$ cat config.mk
export PLATFORM = sky130hd
export DESIGN_NAME = tpic_timer
export DESIGN_NICKNAME = d
export VERILOG_FILES = /design/src/core/tpic_pkg.sv /design/src/core/tpic_timer.sv /design/src/core/tpic_edge_sync.sv /design/src/core/tpic_prescaler.sv
export SDC_FILE = /design/constraint.sdc
export NUM_CORES = 1
export LEC_CHECK = 0
export BUFFER_PORTS_ARGS = -buffer_cell sky130_fd_sc_hd__buf_4
export CORE_MARGIN = 5
export CORE_UTILIZATION = 55
export DETAILED_ROUTE_END_ITERATION = 8
export PLACE_DENSITY_LB_ADDON = 0.15
export SYNTH_ARGS = -nofsm -noshare
export SYNTH_HDL_FRONTEND = slang
export SYNTH_SLANG_ARGS = --single-unit
$ cat constraint.sdc
create_clock -name clk_sys_in -period 3 [get_ports clk_sys_in]
set_clock_uncertainty 0.15 [all_clocks]
set_input_delay 0.9 -clock clk_sys_in [delete_from_list [all_inputs] [get_ports clk_sys_in]]
set_output_delay 0.9 -clock clk_sys_in [all_outputs]
set_load 0.02 [all_outputs]
$ cat src/core/tpic_pkg.sv
// Purpose: constants shared by the timer modulation and interrupt block
// Assumes: 8-bit register port, one register per address
// Notes:   offsets are indices on the plain register port
package tpic_pkg;
  // ----------------------------------------------------------------
  // register offsets
  // ----------------------------------------------------------------
  localparam logic [3:0] OFF_CTRL_TWO  = 4'h0;
  localparam logic [3:0] OFF_CTRL_ONE  = 4'h1;
  localparam logic [3:0] OFF_FLAGS     = 4'h2;
  localparam logic [3:0] OFF_CAP_A_HI  = 4'h3;
  localparam logic [3:0] OFF_CAP_A_LO  = 4'h4;
  localparam logic [3:0] OFF_CMP_A_HI  = 4'h5;
  localparam logic [3:0] OFF_CMP_A_LO  = 4'h6;
  localparam logic [3:0] OFF_CMP_B_HI  = 4'h7;
  localparam logic [3:0] OFF_CMP_B_LO  = 4'h8;
  localparam logic [3:0] OFF_CNT_HI    = 4'h9;
  localparam logic [3:0] OFF_CNT_LO    = 4'hA;
  localparam logic [3:0] OFF_ALT_HI    = 4'hB;
  localparam logic [3:0] OFF_ALT_LO    = 4'hC;
  localparam logic [3:0] OFF_CAP_B_HI  = 4'hD;
  localparam logic [3:0] OFF_CAP_B_LO  = 4'hE;

  // ----------------------------------------------------------------
  // control register one fields
  // ----------------------------------------------------------------
  localparam int CR1_CAP_IE   = 7;
  localparam int CR1_CMP_IE   = 6;
  localparam int CR1_OVF_IE   = 5;
  localparam int CR1_FORCE_B  = 4;
  localparam int CR1_FORCE_A  = 3;
  localparam int CR1_LVL_B    = 2;
  localparam int CR1_EDGE_A   = 1;
  localparam int CR1_LVL_A    = 0;

  // ----------------------------------------------------------------
  // control register two fields
  // ----------------------------------------------------------------
  localparam int CR2_PIN_A    = 7;
  localparam int CR2_PIN_B    = 6;
  localparam int CR2_PULSE    = 5;
  localparam int CR2_PWM      = 4;
  localparam int CR2_CLK_HI   = 3;
  localparam int CR2_CLK_LO   = 2;
  localparam int CR2_EDGE_B   = 1;
  localparam int CR2_EXT_EDGE = 0;

  // ----------------------------------------------------------------
  // flag register fields
  // ----------------------------------------------------------------
  localparam int FL_CAP_A = 7;
  localparam int FL_CMP_A = 6;
  localparam int FL_OVF   = 5;
  localparam int FL_CAP_B = 4;
  localparam int FL_CMP_B = 3;

  // ----------------------------------------------------------------
  // reset values and counter constants
  // ----------------------------------------------------------------
  localparam logic [7:0]  CTRL_RESET  = 8'h00;
  localparam logic [15:0] CMP_RESET   = 16'h8000;
  localparam logic [15:0] CNT_RELOAD  = 16'hFFFC;
  localparam logic [15:0] PULSE_CAP   = 16'hFFFD;
  localparam logic [15:0] CNT_MAX     = 16'hFFFF;
  localparam logic [15:0] CAP_RESET   = 16'h0000;

  // ----------------------------------------------------------------
  // clock select codes and divide counts
  // ----------------------------------------------------------------
  localparam logic [1:0] CLK_DIV4 = 2'h0;
  localparam logic [1:0] CLK_DIV2 = 2'h1;
  localparam logic [1:0] CLK_DIV8 = 2'h2;
  localparam logic [1:0] CLK_EXT  = 2'h3;
  localparam logic [2:0] DIV2_LAST = 3'h1;
  localparam logic [2:0] DIV4_LAST = 3'h3;
  localparam logic [2:0] DIV8_LAST = 3'h7;
endpackage

$ cat src/core/tpic_timer.sv
// Purpose: 16-bit free-running timer with compare, capture, pwm and irq
// Assumes: halt_in and cpu_irq_mask_in come from cpu logic on clk_sys_in
// Notes:   registers on an 8-bit port, read data one cycle after strobe
`timescale 1ns/1ps
module tpic_timer
(
  input  wire logic       clk_sys_in,
  input  wire logic       resetn_in,
  input  wire logic [3:0] addr_in,
  input  wire logic [7:0] wdata_in,
  input  wire logic       wr_in,
  input  wire logic       rd_in,
  output logic      [7:0] rdata_out,
  input  wire logic       capture_input_a_in,
  input  wire logic       capture_input_b_in,
  input  wire logic       ext_clk_in,
  input  wire logic       halt_in,
  input  wire logic       cpu_irq_mask_in,
  output logic            compare_output_a_out,
  output logic            compare_output_b_out,
  output logic            output_a_pin_enable_out,
  output logic            output_b_pin_enable_out,
  output logic            timer_irq_out,
  output logic            wake_out
);
  // ----------------------------------------------------------------
  // state
  // ----------------------------------------------------------------
  logic [7:0]  ctrl_one_q;
  logic [7:0]  ctrl_two_q;
  logic [15:0] cnt_q;
  logic [15:0] cnt_d;
  logic [15:0] cmp_a_q;
  logic [15:0] cmp_b_q;
  logic [15:0] cap_a_q;
  logic [15:0] cap_b_q;
  logic        inhibit_a_q;
  logic        inhibit_b_q;
  logic [7:0]  flags_q;
  logic [7:0]  flags_d;
  logic [7:0]  seen_q;
  logic        arm_a_q;
  logic        arm_b_q;
  logic        halt_q;
  logic        out_a_q;
  logic        out_b_q;
  logic        irq_q;
  logic        wake_q;
  logic [7:0]  rdata_q;

  // ----------------------------------------------------------------
  // decode
  // ----------------------------------------------------------------
  logic tick_raw;
  logic tick;
  logic edge_a;
  logic edge_b;
  logic pwm_mode;
  logic pulse_mode;
  logic match_a;
  logic match_b;
  logic pulse_start;
  logic cap_a_evt;
  logic cap_b_evt;
  logic halt_exit;
  logic cnt_write;
  logic ovf_evt;
  logic [7:0] set_v;
  logic [7:0] clr_v;
  logic       irq_req;

  function automatic logic access_at(input logic [3:0] a,
                                     input logic [3:0] off,
                                     input logic       strobe);
    access_at = strobe && (a == off);
  endfunction

  function automatic logic flag_next(input logic f,
                                     input logic set,
                                     input logic clr);
    // a set in the clearing cycle wins
    flag_next = set | (f & ~clr);
  endfunction

  // ----------------------------------------------------------------
  // clock and pin front end
  // ----------------------------------------------------------------
  // clock selection
  tpic_prescaler #(.DIV_W (3)) u_presc
  (
    .clk_sys_in    (clk_sys_in),
    .resetn_in     (resetn_in),
    .select_in     (ctrl_two_q[tpic_pkg::CR2_CLK_HI:tpic_pkg::CR2_CLK_LO]),
    .ext_clk_in    (ext_clk_in),
    .ext_rising_in (ctrl_two_q[tpic_pkg::CR2_EXT_EDGE]),
    .tick_out      (tick_raw)
  );

  tpic_edge_sync u_cap_a
  (
    .clk_sys_in (clk_sys_in),
    .resetn_in  (resetn_in),
    .pin_in     (capture_input_a_in),
    .rising_in  (ctrl_one_q[tpic_pkg::CR1_EDGE_A]),
    .edge_out   (edge_a)
  );

  tpic_edge_sync u_cap_b
  (
    .clk_sys_in (clk_sys_in),
    .resetn_in  (resetn_in),
    .pin_in     (capture_input_b_in),
    .rising_in  (ctrl_two_q[tpic_pkg::CR2_EDGE_B]),
    .edge_out   (edge_b)
  );

  assign pwm_mode   = ctrl_two_q[tpic_pkg::CR2_PWM];
  assign pulse_mode = ctrl_two_q[tpic_pkg::CR2_PULSE] & ~pwm_mode;

  assign tick      = tick_raw & ~halt_in;
  assign halt_exit = halt_q & ~halt_in;

  // compare held off after high byte
  assign match_a = tick & ~inhibit_a_q & (cnt_q == cmp_a_q);
  assign match_b = tick & ~inhibit_b_q & (cnt_q == cmp_b_q);

  // input A ignored in pwm mode
  assign pulse_start = pulse_mode & edge_a & ~halt_in;
  assign cap_a_evt   = ~pwm_mode & ~pulse_mode & edge_a & ~halt_in;
  assign cap_b_evt   = edge_b & ~halt_in;

  assign cnt_write = access_at(addr_in, tpic_pkg::OFF_CNT_LO, wr_in) |
                     access_at(addr_in, tpic_pkg::OFF_ALT_LO, wr_in);

  // ----------------------------------------------------------------
  // counter
  // ----------------------------------------------------------------
  always_comb
  begin
    cnt_d = cnt_q;
    if (cnt_write || pulse_start)
    begin
      cnt_d = tpic_pkg::CNT_RELOAD;
    end
    else if (pwm_mode && match_b)
    begin
      cnt_d = tpic_pkg::CNT_RELOAD;
    end
    else if (tick)
    begin
      cnt_d = cnt_q + 16'h0001;
    end
  end

  assign ovf_evt = tick & (cnt_q == tpic_pkg::CNT_MAX) & ~cnt_write &
                   ~pulse_start & ~(pwm_mode & match_b);

  always_ff @(posedge clk_sys_in or negedge resetn_in)
  begin
    if (!resetn_in)
    begin
      cnt_q  <= tpic_pkg::CNT_RELOAD;
      halt_q <= 1'b0;
    end
    else
    begin
      cnt_q  <= cnt_d;
      halt_q <= halt_in;
    end
  end

  // ----------------------------------------------------------------
  // control and compare registers
  // ----------------------------------------------------------------
  always_ff @(posedge clk_sys_in or negedge resetn_in)
  begin
    if (!resetn_in)
    begin
      ctrl_one_q <= tpic_pkg::CTRL_RESET;
      ctrl_two_q <= tpic_pkg::CTRL_RESET;
    end
    else if (wr_in)
    begin
      if (addr_in == tpic_pkg::OFF_CTRL_ONE)
      begin
        ctrl_one_q <= wdata_in;
      end
      if (addr_in == tpic_pkg::OFF_CTRL_TWO)
      begin
        ctrl_two_q <= wdata_in;
      end
    end
  end

  always_ff @(posedge clk_sys_in or negedge resetn_in)
  begin
    if (!resetn_in)
    begin
      cmp_a_q     <= tpic_pkg::CMP_RESET;
      cmp_b_q     <= tpic_pkg::CMP_RESET;
      inhibit_a_q <= 1'b0;
      inhibit_b_q <= 1'b0;
    end
    else if (wr_in)
    begin
      // high byte blocks, low byte releases
      case (addr_in)
        tpic_pkg::OFF_CMP_A_HI:
        begin
          cmp_a_q[15:8] <= wdata_in;
          inhibit_a_q   <= 1'b1;
        end
        tpic_pkg::OFF_CMP_A_LO:
        begin
          cmp_a_q[7:0] <= wdata_in;
          inhibit_a_q  <= 1'b0;
        end
        tpic_pkg::OFF_CMP_B_HI:
        begin
          cmp_b_q[15:8] <= wdata_in;
          inhibit_b_q   <= 1'b1;
        end
        tpic_pkg::OFF_CMP_B_LO:
        begin
          cmp_b_q[7:0] <= wdata_in;
          inhibit_b_q  <= 1'b0;
        end
        default:
        begin
          inhibit_a_q <= inhibit_a_q;
        end
      endcase
    end
  end

  // ----------------------------------------------------------------
  // capture registers and deep-stop arming
  // ----------------------------------------------------------------
  always_ff @(posedge clk_sys_in or negedge resetn_in)
  begin
    if (!resetn_in)
    begin
      cap_a_q <= tpic_pkg::CAP_RESET;
      cap_b_q <= tpic_pkg::CAP_RESET;
      arm_a_q <= 1'b0;
      arm_b_q <= 1'b0;
    end
    else
    begin
      // arm in deep stop, capture at exit
      if (halt_in && edge_a && !pwm_mode && !pulse_mode)
      begin
        arm_a_q <= 1'b1;
      end
      else if (halt_exit)
      begin
        arm_a_q <= 1'b0;
      end
      if (halt_in && edge_b)
      begin
        arm_b_q <= 1'b1;
      end
      else if (halt_exit)
      begin
        arm_b_q <= 1'b0;
      end
      if (cap_a_evt || (halt_exit && arm_a_q))
      begin
        cap_a_q <= cnt_q;
      end
      else if (pulse_start)
      begin
        cap_a_q <= tpic_pkg::PULSE_CAP;
      end
      if (cap_b_evt || (halt_exit && arm_b_q))
      begin
        cap_b_q <= cnt_q;
      end
    end
  end

  // ----------------------------------------------------------------
  // status flags
  // ----------------------------------------------------------------
  always_comb
  begin
    set_v = 8'h00;
    // period match sets capture flag A
    set_v[tpic_pkg::FL_CAP_A] = cap_a_evt | pulse_start |
                                (pwm_mode & match_b) |
                                (halt_exit & arm_a_q);
    set_v[tpic_pkg::FL_CAP_B] = cap_b_evt | (halt_exit & arm_b_q);
    // no compare flags in pwm mode
    set_v[tpic_pkg::FL_CMP_A] = match_a & ~pwm_mode & ~pulse_mode;
    set_v[tpic_pkg::FL_CMP_B] = match_b & ~pwm_mode;
    set_v[tpic_pkg::FL_OVF]   = ovf_evt;

    // second step of the clearing sequence
    clr_v = 8'h00;
    clr_v[tpic_pkg::FL_CAP_A] = access_at(addr_in, tpic_pkg::OFF_CAP_A_LO,
                                          rd_in | wr_in);
    clr_v[tpic_pkg::FL_CMP_A] = access_at(addr_in, tpic_pkg::OFF_CMP_A_LO,
                                          rd_in | wr_in);
    clr_v[tpic_pkg::FL_OVF]   = access_at(addr_in, tpic_pkg::OFF_CNT_LO,
                                          rd_in | wr_in);
    clr_v[tpic_pkg::FL_CAP_B] = access_at(addr_in, tpic_pkg::OFF_CAP_B_LO,
                                          rd_in | wr_in);
    clr_v[tpic_pkg::FL_CMP_B] = access_at(addr_in, tpic_pkg::OFF_CMP_B_LO,
                                          rd_in | wr_in);
    clr_v = clr_v & seen_q;

    for (int i = 0; i < 8; i++)
    begin
      flags_d[i] = flag_next(flags_q[i], set_v[i], clr_v[i]);
    end
    flags_d[2:0] = 3'h0;
  end

  always_ff @(posedge clk_sys_in or negedge resetn_in)
  begin
    if (!resetn_in)
    begin
      flags_q <= 8'h00;
      seen_q  <= 8'h00;
    end
    else
    begin
      flags_q <= flags_d;
      // flag read arms clearing of flags set at that moment
      if (access_at(addr_in, tpic_pkg::OFF_FLAGS, rd_in))
      begin
        seen_q <= flags_q;
      end
      else
      begin
        seen_q <= seen_q & ~clr_v;
      end
    end
  end

  // ----------------------------------------------------------------
  // compare outputs
  // ----------------------------------------------------------------
  always_ff @(posedge clk_sys_in or negedge resetn_in)
  begin
    if (!resetn_in)
    begin
      out_a_q <= 1'b0;
    end
    else if (pwm_mode)
    begin
      // period level, equal levels hold steady
      if (match_b)
      begin
        out_a_q <= ctrl_one_q[tpic_pkg::CR1_LVL_B];
      end
      else if (match_a)
      begin
        out_a_q <= ctrl_one_q[tpic_pkg::CR1_LVL_A];
      end
    end
    // level B feeds output A in single pulse
    else if (pulse_mode)
    begin
      if (pulse_start)
      begin
        out_a_q <= ctrl_one_q[tpic_pkg::CR1_LVL_B];
      end
      else if (match_a)
      begin
        out_a_q <= ctrl_one_q[tpic_pkg::CR1_LVL_A];
      end
    end
    // match or forced copy of level A
    else if (ctrl_two_q[tpic_pkg::CR2_PIN_A] &&
             (match_a || ctrl_one_q[tpic_pkg::CR1_FORCE_A]))
    begin
      out_a_q <= ctrl_one_q[tpic_pkg::CR1_LVL_A];
    end
  end

  always_ff @(posedge clk_sys_in or negedge resetn_in)
  begin
    if (!resetn_in)
    begin
      out_b_q <= 1'b0;
    end
    // compare B match or forced copy of level B, never in pwm mode
    else if (!pwm_mode && ctrl_two_q[tpic_pkg::CR2_PIN_B] &&
             (match_b ||
              (!pulse_mode && ctrl_one_q[tpic_pkg::CR1_FORCE_B])))
    begin
      out_b_q <= ctrl_one_q[tpic_pkg::CR1_LVL_B];
    end
  end

  // ----------------------------------------------------------------
  // interrupt request and wake
  // ----------------------------------------------------------------
  // enables per kind: capture, compare, overflow
  assign irq_req =
    (ctrl_one_q[tpic_pkg::CR1_CAP_IE] &
     (flags_q[tpic_pkg::FL_CAP_A] | flags_q[tpic_pkg::FL_CAP_B])) |
    (ctrl_one_q[tpic_pkg::CR1_CMP_IE] &
     (flags_q[tpic_pkg::FL_CMP_A] | flags_q[tpic_pkg::FL_CMP_B])) |
    (ctrl_one_q[tpic_pkg::CR1_OVF_IE] & flags_q[tpic_pkg::FL_OVF]);

  always_ff @(posedge clk_sys_in or negedge resetn_in)
  begin
    if (!resetn_in)
    begin
      irq_q  <= 1'b0;
      wake_q <= 1'b0;
    end
    else
    begin
      // shared line gated by cpu mask
      irq_q  <= irq_req & ~cpu_irq_mask_in;
      // wakes from sleep only, never from deep stop
      wake_q <= irq_req & ~cpu_irq_mask_in & ~halt_in;
    end
  end

  // ----------------------------------------------------------------
  // read port
  // ----------------------------------------------------------------
  always_ff @(posedge clk_sys_in or negedge resetn_in)
  begin
    if (!resetn_in)
    begin
      rdata_q <= 8'h00;
    end
    else if (rd_in)
    begin
      case (addr_in)
        tpic_pkg::OFF_CTRL_TWO: rdata_q <= ctrl_two_q;
        tpic_pkg::OFF_CTRL_ONE: rdata_q <= ctrl_one_q;
        tpic_pkg::OFF_FLAGS:    rdata_q <= flags_q;
        tpic_pkg::OFF_CAP_A_HI: rdata_q <= cap_a_q[15:8];
        tpic_pkg::OFF_CAP_A_LO: rdata_q <= cap_a_q[7:0];
        tpic_pkg::OFF_CMP_A_HI: rdata_q <= cmp_a_q[15:8];
        tpic_pkg::OFF_CMP_A_LO: rdata_q <= cmp_a_q[7:0];
        tpic_pkg::OFF_CMP_B_HI: rdata_q <= cmp_b_q[15:8];
        tpic_pkg::OFF_CMP_B_LO: rdata_q <= cmp_b_q[7:0];
        tpic_pkg::OFF_CNT_HI:   rdata_q <= cnt_q[15:8];
        tpic_pkg::OFF_CNT_LO:   rdata_q <= cnt_q[7:0];
        tpic_pkg::OFF_ALT_HI:   rdata_q <= cnt_q[15:8];
        tpic_pkg::OFF_ALT_LO:   rdata_q <= cnt_q[7:0];
        tpic_pkg::OFF_CAP_B_HI: rdata_q <= cap_b_q[15:8];
        tpic_pkg::OFF_CAP_B_LO: rdata_q <= cap_b_q[7:0];
        default:                rdata_q <= 8'h00;
      endcase
    end
    else
    begin
      rdata_q <= 8'h00;
    end
  end

  assign rdata_out               = rdata_q;
  assign compare_output_a_out    = out_a_q;
  assign compare_output_b_out    = out_b_q;
  // pin carries timer signal only when enabled
  assign output_a_pin_enable_out = ctrl_two_q[tpic_pkg::CR2_PIN_A];
  assign output_b_pin_enable_out = ctrl_two_q[tpic_pkg::CR2_PIN_B];
  assign timer_irq_out           = irq_q;
  assign wake_out                = wake_q;
endmodule

$ cat src/core/tpic_edge_sync.sv
// Purpose: two-stage synchroniser and selectable edge detector for a pin
// Assumes: pin is asynchronous to clk_sys_in
// Notes:   first stage feeds only the second stage
`timescale 1ns/1ps
module tpic_edge_sync
(
  input  wire logic clk_sys_in,
  input  wire logic resetn_in,
  input  wire logic pin_in,
  input  wire logic rising_in,
  output logic      edge_out
);
  logic meta_q;
  logic sync_q;
  logic last_q;

  always_ff @(posedge clk_sys_in or negedge resetn_in)
  begin
    if (!resetn_in)
    begin
      meta_q <= 1'b0;
      sync_q <= 1'b0;
      last_q <= 1'b0;
    end
    else
    begin
      meta_q <= pin_in;
      sync_q <= meta_q;
      last_q <= sync_q;
    end
  end

  // rising_in high picks the rising edge, low the falling edge
  assign edge_out = rising_in ? (sync_q & ~last_q) : (~sync_q & last_q);
endmodule

$ cat src/core/tpic_prescaler.sv
// Purpose: timer tick from the system clock or the external clock pin
// Assumes: clk_sys_in is the cpu clock
// Notes:   tick is a one-cycle pulse
`timescale 1ns/1ps
module tpic_prescaler
#(
  parameter int DIV_W = 3
)
(
  input  wire logic       clk_sys_in,
  input  wire logic       resetn_in,
  input  wire logic [1:0] select_in,
  input  wire logic       ext_clk_in,
  input  wire logic       ext_rising_in,
  output logic            tick_out
);
  logic [DIV_W-1:0] div_q;
  logic [DIV_W-1:0] last_v;
  logic             ext_edge;

  if (DIV_W < 3)
  begin : g_chk
    $error("prescaler needs at least 3 bits to divide by 8");
  end

  tpic_edge_sync u_ext
  (
    .clk_sys_in (clk_sys_in),
    .resetn_in  (resetn_in),
    .pin_in     (ext_clk_in),
    .rising_in  (ext_rising_in),
    .edge_out   (ext_edge)
  );

  always_comb
  begin
    case (select_in)
      tpic_pkg::CLK_DIV2: last_v = DIV_W'(tpic_pkg::DIV2_LAST);
      tpic_pkg::CLK_DIV8: last_v = DIV_W'(tpic_pkg::DIV8_LAST);
      default:            last_v = DIV_W'(tpic_pkg::DIV4_LAST);
    endcase
  end

  // ----------------------------------------------------------------
  // divider and tick
  // ----------------------------------------------------------------
  always_ff @(posedge clk_sys_in or negedge resetn_in)
  begin
    if (!resetn_in)
    begin
      div_q    <= '0;
      tick_out <= 1'b0;
    end
    else if (select_in == tpic_pkg::CLK_EXT)
    begin
      div_q    <= '0;
      tick_out <= ext_edge;
    end
    else if (div_q >= last_v)
    begin
      div_q    <= '0;
      tick_out <= 1'b1;
    end
    else
    begin
      div_q    <= div_q + DIV_W'(1);
      tick_out <= 1'b0;
    end
  end
endmodule

After elaboration in Yosys (flattened, before gate mapping)
Cells that the tools add are included.
{"block": "totals", "wordCells": 203, "reg_bits": 139, "output_inout_bits": 14}
{"block": "op_classes", "bitwise": 77, "reduce_logical": 44, "mux": 27, "order_cmp": 1, "add_sub_neg": 2, "eq_ne": 20}
{"cell": "$pmux 8 s13", "count": 1}
{"cell": "$mux 16", "count": 5}
{"cell": "$and 1x1->1", "count": 39}
{"cell": "$eq 16x16->1", "count": 2}
{"cell": "$eq 4x4->1 const B", "count": 7}
{"cell": "$not 1->1", "count": 20}
{"cell": "$logic_and 1x1->1", "count": 19}
{"cell": "$add 16x1->16 const B", "count": 1}
{"cell": "$and 8x8->8", "count": 2}
{"cell": "$eq 16x16->1 const B", "count": 1}
{"cell": "$eq 4x3->1 const B", "count": 4}
{"cell": "$mux 8", "count": 2}
{"cell": "$reduce_and 2->1", "count": 8}
{"cell": "$or 1x1->1", "count": 15}
{"cell": "$mux 1", "count": 14}
{"cell": "$reduce_bool 2->1", "count": 5}
{"cell": "$eq 4x2->1 const B", "count": 2}
{"cell": "$not 8->8", "count": 1}
{"cell": "$mux 3", "count": 2}
{"cell": "$pmux 3 s2", "count": 1}
{"cell": "$reduce_bool 3->1", "count": 2}
{"cell": "$logic_or 1x1->1", "count": 5}
{"cell": "$eq 2x2->1 const B", "count": 2}
{"cell": "$eq 4x1->1 const B", "count": 1}
{"cell": "7 further kinds", "count": 10}

Logic depth before layout (Yosys ltp)
Gate-level depths: netlist (run 1).
{"block": "depth", "word_depth": 10, "depth_mapped": 9, "depth_no_buf": 7}

By module
Synthesis (run 1) repeated with hierarchy kept, for this count alone.
{"block": "unflattened", "cells_unflattened": 639, "area_unflattened_um2": 6879.1}
{"mod": "tpic_timer", "n_inst": 1, "area_per_inst_um2": 6383.6, "cells_each": 603, "seq_area_each_um2": 3098.0}
{"mod": "tpic_edge_sync", "n_inst": 3, "area_per_inst_um2": 97.6, "cells_each": 6, "seq_area_each_um2": 75.1}
{"mod": "tpic_prescaler", "n_inst": 1, "area_per_inst_um2": 202.7, "cells_each": 18, "seq_area_each_um2": 100.1}

Least setup slack after synthesis (run 1)
No wires, ideal clock.
{"block": "synth_path", "path_kind": "input -> register", "start": "in addr_in[3]", "end": "reg cmp_a_q[0]", "setup_slack_ns": 0.508, "path_buffers": 3, "arrival_time_ns": 2.217, "stages": 7, "setup_time_ns": 0.125, "required_ns": 2.725, "path_cell_list": "clkbuf_1 nor2b_1 clkbuf_1 and2_0 clkbuf_1 nand2_1 mux2_2"}
{"block": "synth_via", "elab_chain_len": 2}
{"element": "start, declared", "line_no": "tpic_timer.sv:9", "text": "input wire logic [3:0] addr_in,"}
{"element": "$eq 4x3->1", "line_no": "tpic_timer.sv:207", "text": "case (addr_in)"}
{"element": "$reduce_and 2->1 (no line)"}
{"element": "end signal, assigned", "line_no": "tpic_timer.sv:199", "text": "cmp_a_q <= tpic_pkg::CMP_RESET;"}
{"element": "end signal, assigned", "line_no": "tpic_timer.sv:215", "text": "cmp_a_q[7:0] <= wdata_in;"}
{"element": "end, declared", "line_no": "tpic_timer.sv:33", "text": "logic [15:0] cmp_a_q;"}
Every way passes these cells.
A chain may end at the register's enable or synchronous reset.

Worst setup path after layout (run 1)
{"block": "layout_path", "start": "in addr_in[3]", "end": "reg cmp_a_q[11]"}
Same word-level chain as after synthesis.

==> impl_metrics.yaml, run 1 <==
logic_synthesis:
  synthCells: 649
  async_flop_share_pct: 100.0
  ys_seq_elements: 136
  syn_avg_cell_area_sq_um: 10.48
  synth_top_area_cell: "dfrtp_1"
  syn_nets: 674
  synth_top_area_share_pct: 44.14
  synth_ff_type: "dfrtp_1"
  ys_warn_count: 0
  synthDistinctLibCells: 56
  synthTopCellsByArea: "dfrtp_1 (44%), mux2_2 (11%), dfstp_2 (6.2%)"
  synth_edf_count: 0
  seq_area_frac_synth_pct: 50.32
  synthesis.area_sq_um: 6803
global_routing:
  overflow: 0
  grt_pass1_vias: 5628
  grt_pass1_wl_um: 34270
  grt_max_degree: 70
  grt_usage_pct: 31.73
  antenna_found_initial: 0
finish:
  layout-drive-gt1-share_pct: 27.64
  final_common_cell: "dfrtp_1"
  final_cell_mix: "dfrtp_1 (120), mux2_2 (68), buf_4 (66), nand2_1 (58), nor2_1 (48)"
  final_nets: 714
  final_area_sq_um: 7993
  final_util_pct: 66.27
  final_cells: 870
  n_antenna_cell: 0
  syn2layout_area_growth_pct: 17.49
detailed_routing:
  dr.pass1.iters: 5
  routed_wl_um: 22060
  postRouteAntennaNets: 0
  post_drt_wl_per_cell_um: 25.36
  first_iter_violations: 813
  drc: 0
  dr_total_vias: 5515
  viasPerCell: 6.339
power_and_ir_drop:
  p_total_mw: 7.167
  pwr_density_cell_nw_per_um2: 896.7
  ir_drop_mv: 0.6023
  power_leakage_nw: 3.333
cts:
  clkLatencyLatePin_ns: 0.42
  numCtsBuffers: 17
  cts-resized-gates: 0
  post_cts_buffers: 0
  clk_pin_slew_ns: 0.06
  hold_buffers: 0
  cts_tree: "done"
  cts_sinks: 136
  htree_levels: 4
  root_buffer: "clkbuf_16"
  cts_buffer_depth: 2
sta:
  setup-tns-final_ns: 0
  fmax_ghz: 0.3941
  setup_ws_ns: 0.4623
  maxSlewViolCount: 0
  finalSetupViolCount: 0
  holdWs_ns: 0.1403
  hold_viol: 0
  worstMarginPinSlew_ns: 0.7609
  period_needed_ns: 2.538
  relSlewSlack_pct: 49.17
  min_period_over_period_pct: 84.59
  rsz0062_at_grt: "false"
die:
  fp.dieW_um: 121.2
  die-area_sq_um: 14690
  rows: 40
  initial_utilization_pct: 56.40
  io-pin-count: 35
  die_h_um: 121.2
  coreArea_sq_um: 12060
critical_path:
  worst-path-buf-inv: 1
  crit_chain: "buf_4 -> nor2b_1 -> and3_1 -> mux2_2"
  cp_top_family: "simple AND/OR/NAND/NOR gates"
  cp-start-kind: "primary input"
  cp-end-kind: "flop"
  crit_type: "primary input to flop"
  crit_arrival_ns: 2.69
  worstPathRequired_ns: 3.15
  path_max_fanout: 15
  slowest_stage: "nor2b_1"
  slowest_delay_ns: 0.62
place:
  place_area_sq_um: 7363
  dp_hpwl_um: 16280
  io_buffers: 34
  dp_slack_ns: 0.09743
  dp_cells: 838
  place_congestion: 1.042
status:
  status: "finished, final reports clean"
min_path:
  worstHoldPathType: "primary input to async pin"
flow_run:
  maxCapViolations: 0
==> layer usage <==
metal  GRT usage, %  up-vias  share of wire [%]
li1               -     2394                  -
met1          41.32     2739                 40
met2          50.89      319                 47
met3          8.485       63                8.7
met4          12.04        0                4.5
met5              0        -                  0
==> flip-flops by register name, summed over array words and instances, names as in the netlist, 3 cells and up <==
register and flops:
cap_a_q 16, cap_b_q 16, cmp_a_q 16, cmp_b_q 16
cnt_q 16, ctrl_one_q 8, ctrl_two_q 8, rdata_out 8
flags_q 5, seen_q 5, u_presc.div_q 3
==> cell usage after synthesis, drive strengths merged (2+ instances only) <==
cell    count
dfrtp     120
mux2       68
nand2      58
nor2       50
xor2       38
clkbuf     36
o21ai      33
nand3      26
a21oi      23
a22oi      17
dfstp      16
nor3       14
a31oi      12
buf        12
a22o       10
nor2b      10
inv         9
xnor2       9
mux2i       8
a221oi      7
and3        6
nand2b      6
nand4       6
nor4        6
and2        5
a32oi       4
ha          4
o22ai       4
a211oi      3
a21o        3
or2         3
a32o        2
nand3b      2
o211ai      2
o221ai      2
o32ai       2
==> cells by family after synthesis <==
logic type	count (synthesis)	share of synthesized area, %
and+or+nand+nor	195	13.50
xor gates and xnor gates	47	6.051
buffers and inverters	57	3.421
DFF	136	50.32
adders and majority gates	4	0.7357
AOI/OAI and AO/OA	134	13.54
muxes	76	12.43
==> worst paths after layout <==
path / start / end / slack, ns / cells after the start
max reg2reg: cnt_q[11] / flags_q[5] / 0.55 / 6
min in group clk_sys_in: u_cap_a.meta_q / u_cap_a.sync_q / 0.20 / 0
max: addr_in[3] / cmp_a_q[11] / 0.46 / 4
min reg2reg: u_cap_a.meta_q / u_cap_a.sync_q / 0.20 / 0
min: resetn_in / cap_a_q[13] / 0.14 / 1
max in group asynchronous: resetn_in / cnt_q[2] / 1.94 / 2
==> where the power goes <==
| group | switching (mW) | total (mW) | internal [mW] |
|---|---|---|---|
| Sequential | 0.676 | 3.10 | 2.43 |
| Combinational | 0.996 | 1.85 | 0.852 |
| Clock | 0.825 | 2.21 | 1.39 |
| Total | 2.50 | 7.17 | 4.67 |
==> final cells by class <==
| cell class | instances | area [sq um] |
|---|---|---|
| repair buffers | 69 | 546.8 |
| well taps | 168 | 210.2 |
| flip-flops and latches | 136 | 3423 |
| multi-input cells | 456 | 3149 |
| clock buffers | 21 | 470.5 |
| fillers | 924 | 4069 |
| inverters | 9 | 33.78 |
| clock inverters | 11 | 158.9 |
No activity file was read; power rests on OpenSTA's default activity.
==> run 2, diff against run 1 <==
--- a/config.mk
+++ b/config.mk
@@ -5,6 +5,7 @@
 export SDC_FILE = /design/constraint.sdc
 export NUM_CORES = 1
 export LEC_CHECK = 0
+export ABC_AREA = 1
 export BUFFER_PORTS_ARGS = -buffer_cell sky130_fd_sc_hd__buf_4
 export CORE_MARGIN = 5
 export CORE_UTILIZATION = 55
==> constraint.sdc (replaced) <==
create_clock -name clk_sys_in -period 2.4 [get_ports clk_sys_in]
set_clock_uncertainty 0.15 [all_clocks]
set_input_delay 0.72 -clock clk_sys_in [delete_from_list [all_inputs] [get_ports clk_sys_in]]
set_output_delay 0.72 -clock clk_sys_in [all_outputs]
set_load 0.02 [all_outputs]
==> run 2 against run 1 <==
  * First-iteration DRC count shrank 7.3%
  * Sequential cell count stayed put
  * Synthesized cell count increased by 25%
  * Via count rose by 9.9%
  * Setup slack lost 0.28 ns
  * Largest power group unchanged
==> impl_metrics.yaml, run 2 <==
die:
  io-pin-count: 35
  initial_utilization_pct: 55.73
  coreArea_sq_um: 11960
  die_h_um: 120.1
  fp.dieW_um: 120.1
  die-area_sq_um: 14420
  rows: 40
logic_synthesis:
  synthTopCellsByArea: "dfrtp_1 (45%), nand2_1 (14%), dfstp_2 (6.3%)"
  synth_ff_type: "dfrtp_1"
  synth_most_common_cell: "nand2_1"
  synthesis.area_sq_um: 6666
  synth_top_area_cell: "dfrtp_1"
  synth_top_area_share_pct: 45.05
  syn_nets: 834
  synth_edf_count: 0
  syn_avg_cell_area_sq_um: 8.240
  seq_area_frac_synth_pct: 51.35
  async_flop_share_pct: 100.0
  synthCells: 809
  ys_warn_count: 0
  synthDistinctLibCells: 43
  yosys-top-cells-count: "nand2_1 (240), dfrtp_1 (120), inv_1 (86)"
  ys_seq_elements: 136
power_and_ir_drop:
  p_comb_share_pct: 26.7
  switching_power_mw: 3.073
  ir_drop_mv: 0.9553
  clkPwrFrac_pct: 31.4
  power_leakage_nw: 3.893
  pwr_density_cell_nw_per_um2: 1082
  sequentialPowerShare_pct: 42.0
  power_report.internal_total_mw: 5.483
  swShare_pct: 35.92
finish:
  layout-drive-gt1-share_pct: 18.59
  final_cell_mix: "nand2_1 (240), dfrtp_1 (120), inv_1 (86), o21ai_0 (73), buf_4 (61)"
  syn2layout_area_growth_pct: 18.64
  seqCellArea_sq_um: 3423
  final_util_pct: 66.12
  final_common_cell: "nand2_1"
  fillCellCount: 1026
  final_nets: 905
  n_antenna_cell: 0
  multiInputGateArea_sq_um: 2778
  final_cells: 1040
critical_path:
  r2r-start: "cnt_q[1]"
  crit_type: "flop to flop"
  crit_chain: "inv_1 -> nand2_1 -> nand2_1 -> a21oi_1 -> nand2_1 -> nor2_1 -> nand3_2 -> nand2_1 -> nand2_1 -> nand2_1 -> nand2_1 -> nor2_1 -> nor2_1"
  r2r_cells: 13
  worstPathRequired_ns: 2.57
  path_max_fanout: 6
  reg2reg_to: "compare_output_a_out"
  cpMostUsedCell: "nand2_1"
  crit_arrival_ns: 2.39
  cp-start-kind: "flop"
  cp-end-kind: "flop"
  cp-startpoint: "cnt_q[1]"
  slowest_delay_ns: 0.45
  regToRegSetupSlack_ns: 0.18
  slowest_stage: "dfrtp_1"
cts:
  clk_pin_slew_ns: 0.06
  cts_buffer_depth: 2
  cts_tree: "done"
  post_cts_buffers: 0
  clkLatencyLatePin_ns: 0.43
  cts_sinks: 136
  cts-resized-gates: 0
  hold_buffers: 0
  root_buffer: "clkbuf_16"
  numCtsBuffers: 17
  htree_levels: 4
detailed_routing:
  post_drt_wl_per_cell_um: 20.55
  wl_met2_um: 10320
  viasPerCell: 5.830
  m1WireLength_um: 8723
  dr.pass1.iters: 7
  drc: 0
  postRouteAntennaNets: 0
  topRoutingLayerUsed: "met5"
  dr_wl_met3_um: 1719
  first_iter_violations: 754
  routed_wl_um: 21370
  dr_total_vias: 6063
place:
  io_buffers: 34
  place_congestion: 1.046
  dp_slack_ns: 0.02242
  dp_hpwl_um: 16120
  dp_cells: 1008
sta:
  hold_viol: 0
  fmax_ghz: 0.4500
  setup_ws_ns: 0.1780
  rsz0062_at_grt: "false"
  worstMarginPinSlew_ns: 0.5263
  maxSlewViolCount: 0
  relSlewSlack_pct: 64.83
  holdWs_ns: 0.04275
  finalSetupViolCount: 0
  period_needed_ns: 2.222
  setup-tns-final_ns: 0
  min_period_over_period_pct: 92.58
global_routing:
  grt_max_degree: 61
  overflow: 0
  grt_pass1_wl_um: 33030
  antenna_found_initial: 1
  grt_usage_pct: 31.09
  grt_pass1_vias: 5810
min_path:
  worstHoldPathType: "primary input to async pin"
flow_run:
  maxCapViolations: 0
status:
  status: "finished, final reports clean"
-- run 2: cell types whose count changed after synthesis, sizes merged, moves of 8 or more --
cell,previous run,this run
o22ai,4,14
nor2b,10,0
a22oi,17,9
inv,9,103
o21ai,33,84
nand2,58,255
xor2,38,8
clkbuf,36,2
mux2,68,0
mux2i,8,0
o211ai,2,10
nor2,50,65
-- run 2: critical path: cells and delay by family (launching register included) --
kind	cells	cell delay [ns]
AO/OA/AOI/OAI	1	0.13
flip-flops	1	0.45
buffers and inverters	1	0.27
AND/OR/NAND/NOR	11	1.10
-- run 2: power by group through the flow --
stage | logic, mW | clock network [mW] | registers, mW
after floorplan | 1.41 | 0 | 3.43
after global placement | 2.18 | 0 | 3.59
after detailed placement | 2.23 | 0 | 3.60
after CTS | 2.25 | 2.71 | 3.57
after global routing | 2.50 | 2.83 | 3.65
final | 2.28 | 2.68 | 3.59
-- run 2: cell type report --
type	instances	area share [%]
Tap cell	147	2.326
Inverter	103	4.888
Clock buffer	21	5.822
Clock inverter	11	1.867
Timing Repair Buffer	65	6.692
Multi-Input combinational cell	557	35.12
Sequential cell	136	43.28
-- run 2: kinds of logic (layout without fill, tap and decap cells) --
family	Yosys count	count (layout)	synth area share, %
AO/OA/AOI/OAI	163	163	14.28
AND/OR/NAND/NOR	371	371	24.14
flip-flops	136	136	51.35
XOR/XNOR	19	19	2.496
buffers and inverters	116	200	6.982
adder cells (fa/ha/maj)	4	4	0.7508
-- run 2: worst max path at each step --
stage | slack [ns] | end
after detailed placement | 0.02 | rdata_out[3]
after CTS | 0.25 | cnt_q[15]
after global routing | 0.1 | compare_output_a_out
after floorplan | 0.45 | compare_output_a_out
final | 0.18 | compare_output_a_out
after global placement | 0.06 | rdata_out[3]
-- run 2: through the flow --
step           total power, mW  instance area [sq um]
3_3_place_gp             5.771                   7301
2_1_floorplan            4.841                   6666
6_report                 8.556                   7909
5_1_grt                  8.981                   7909
4_1_cts                  8.532                   7909
3_5_place_dp             5.829                   7301
-- run 2: per-layer routing --
metal / track usage, % / vias to the layer above
li1: - / 2769
met1: 41.01 / 2930
met2: 50.58 / 302
met3: 7.257 / 60
met4: 10.67 / 2
met5: 0 / -
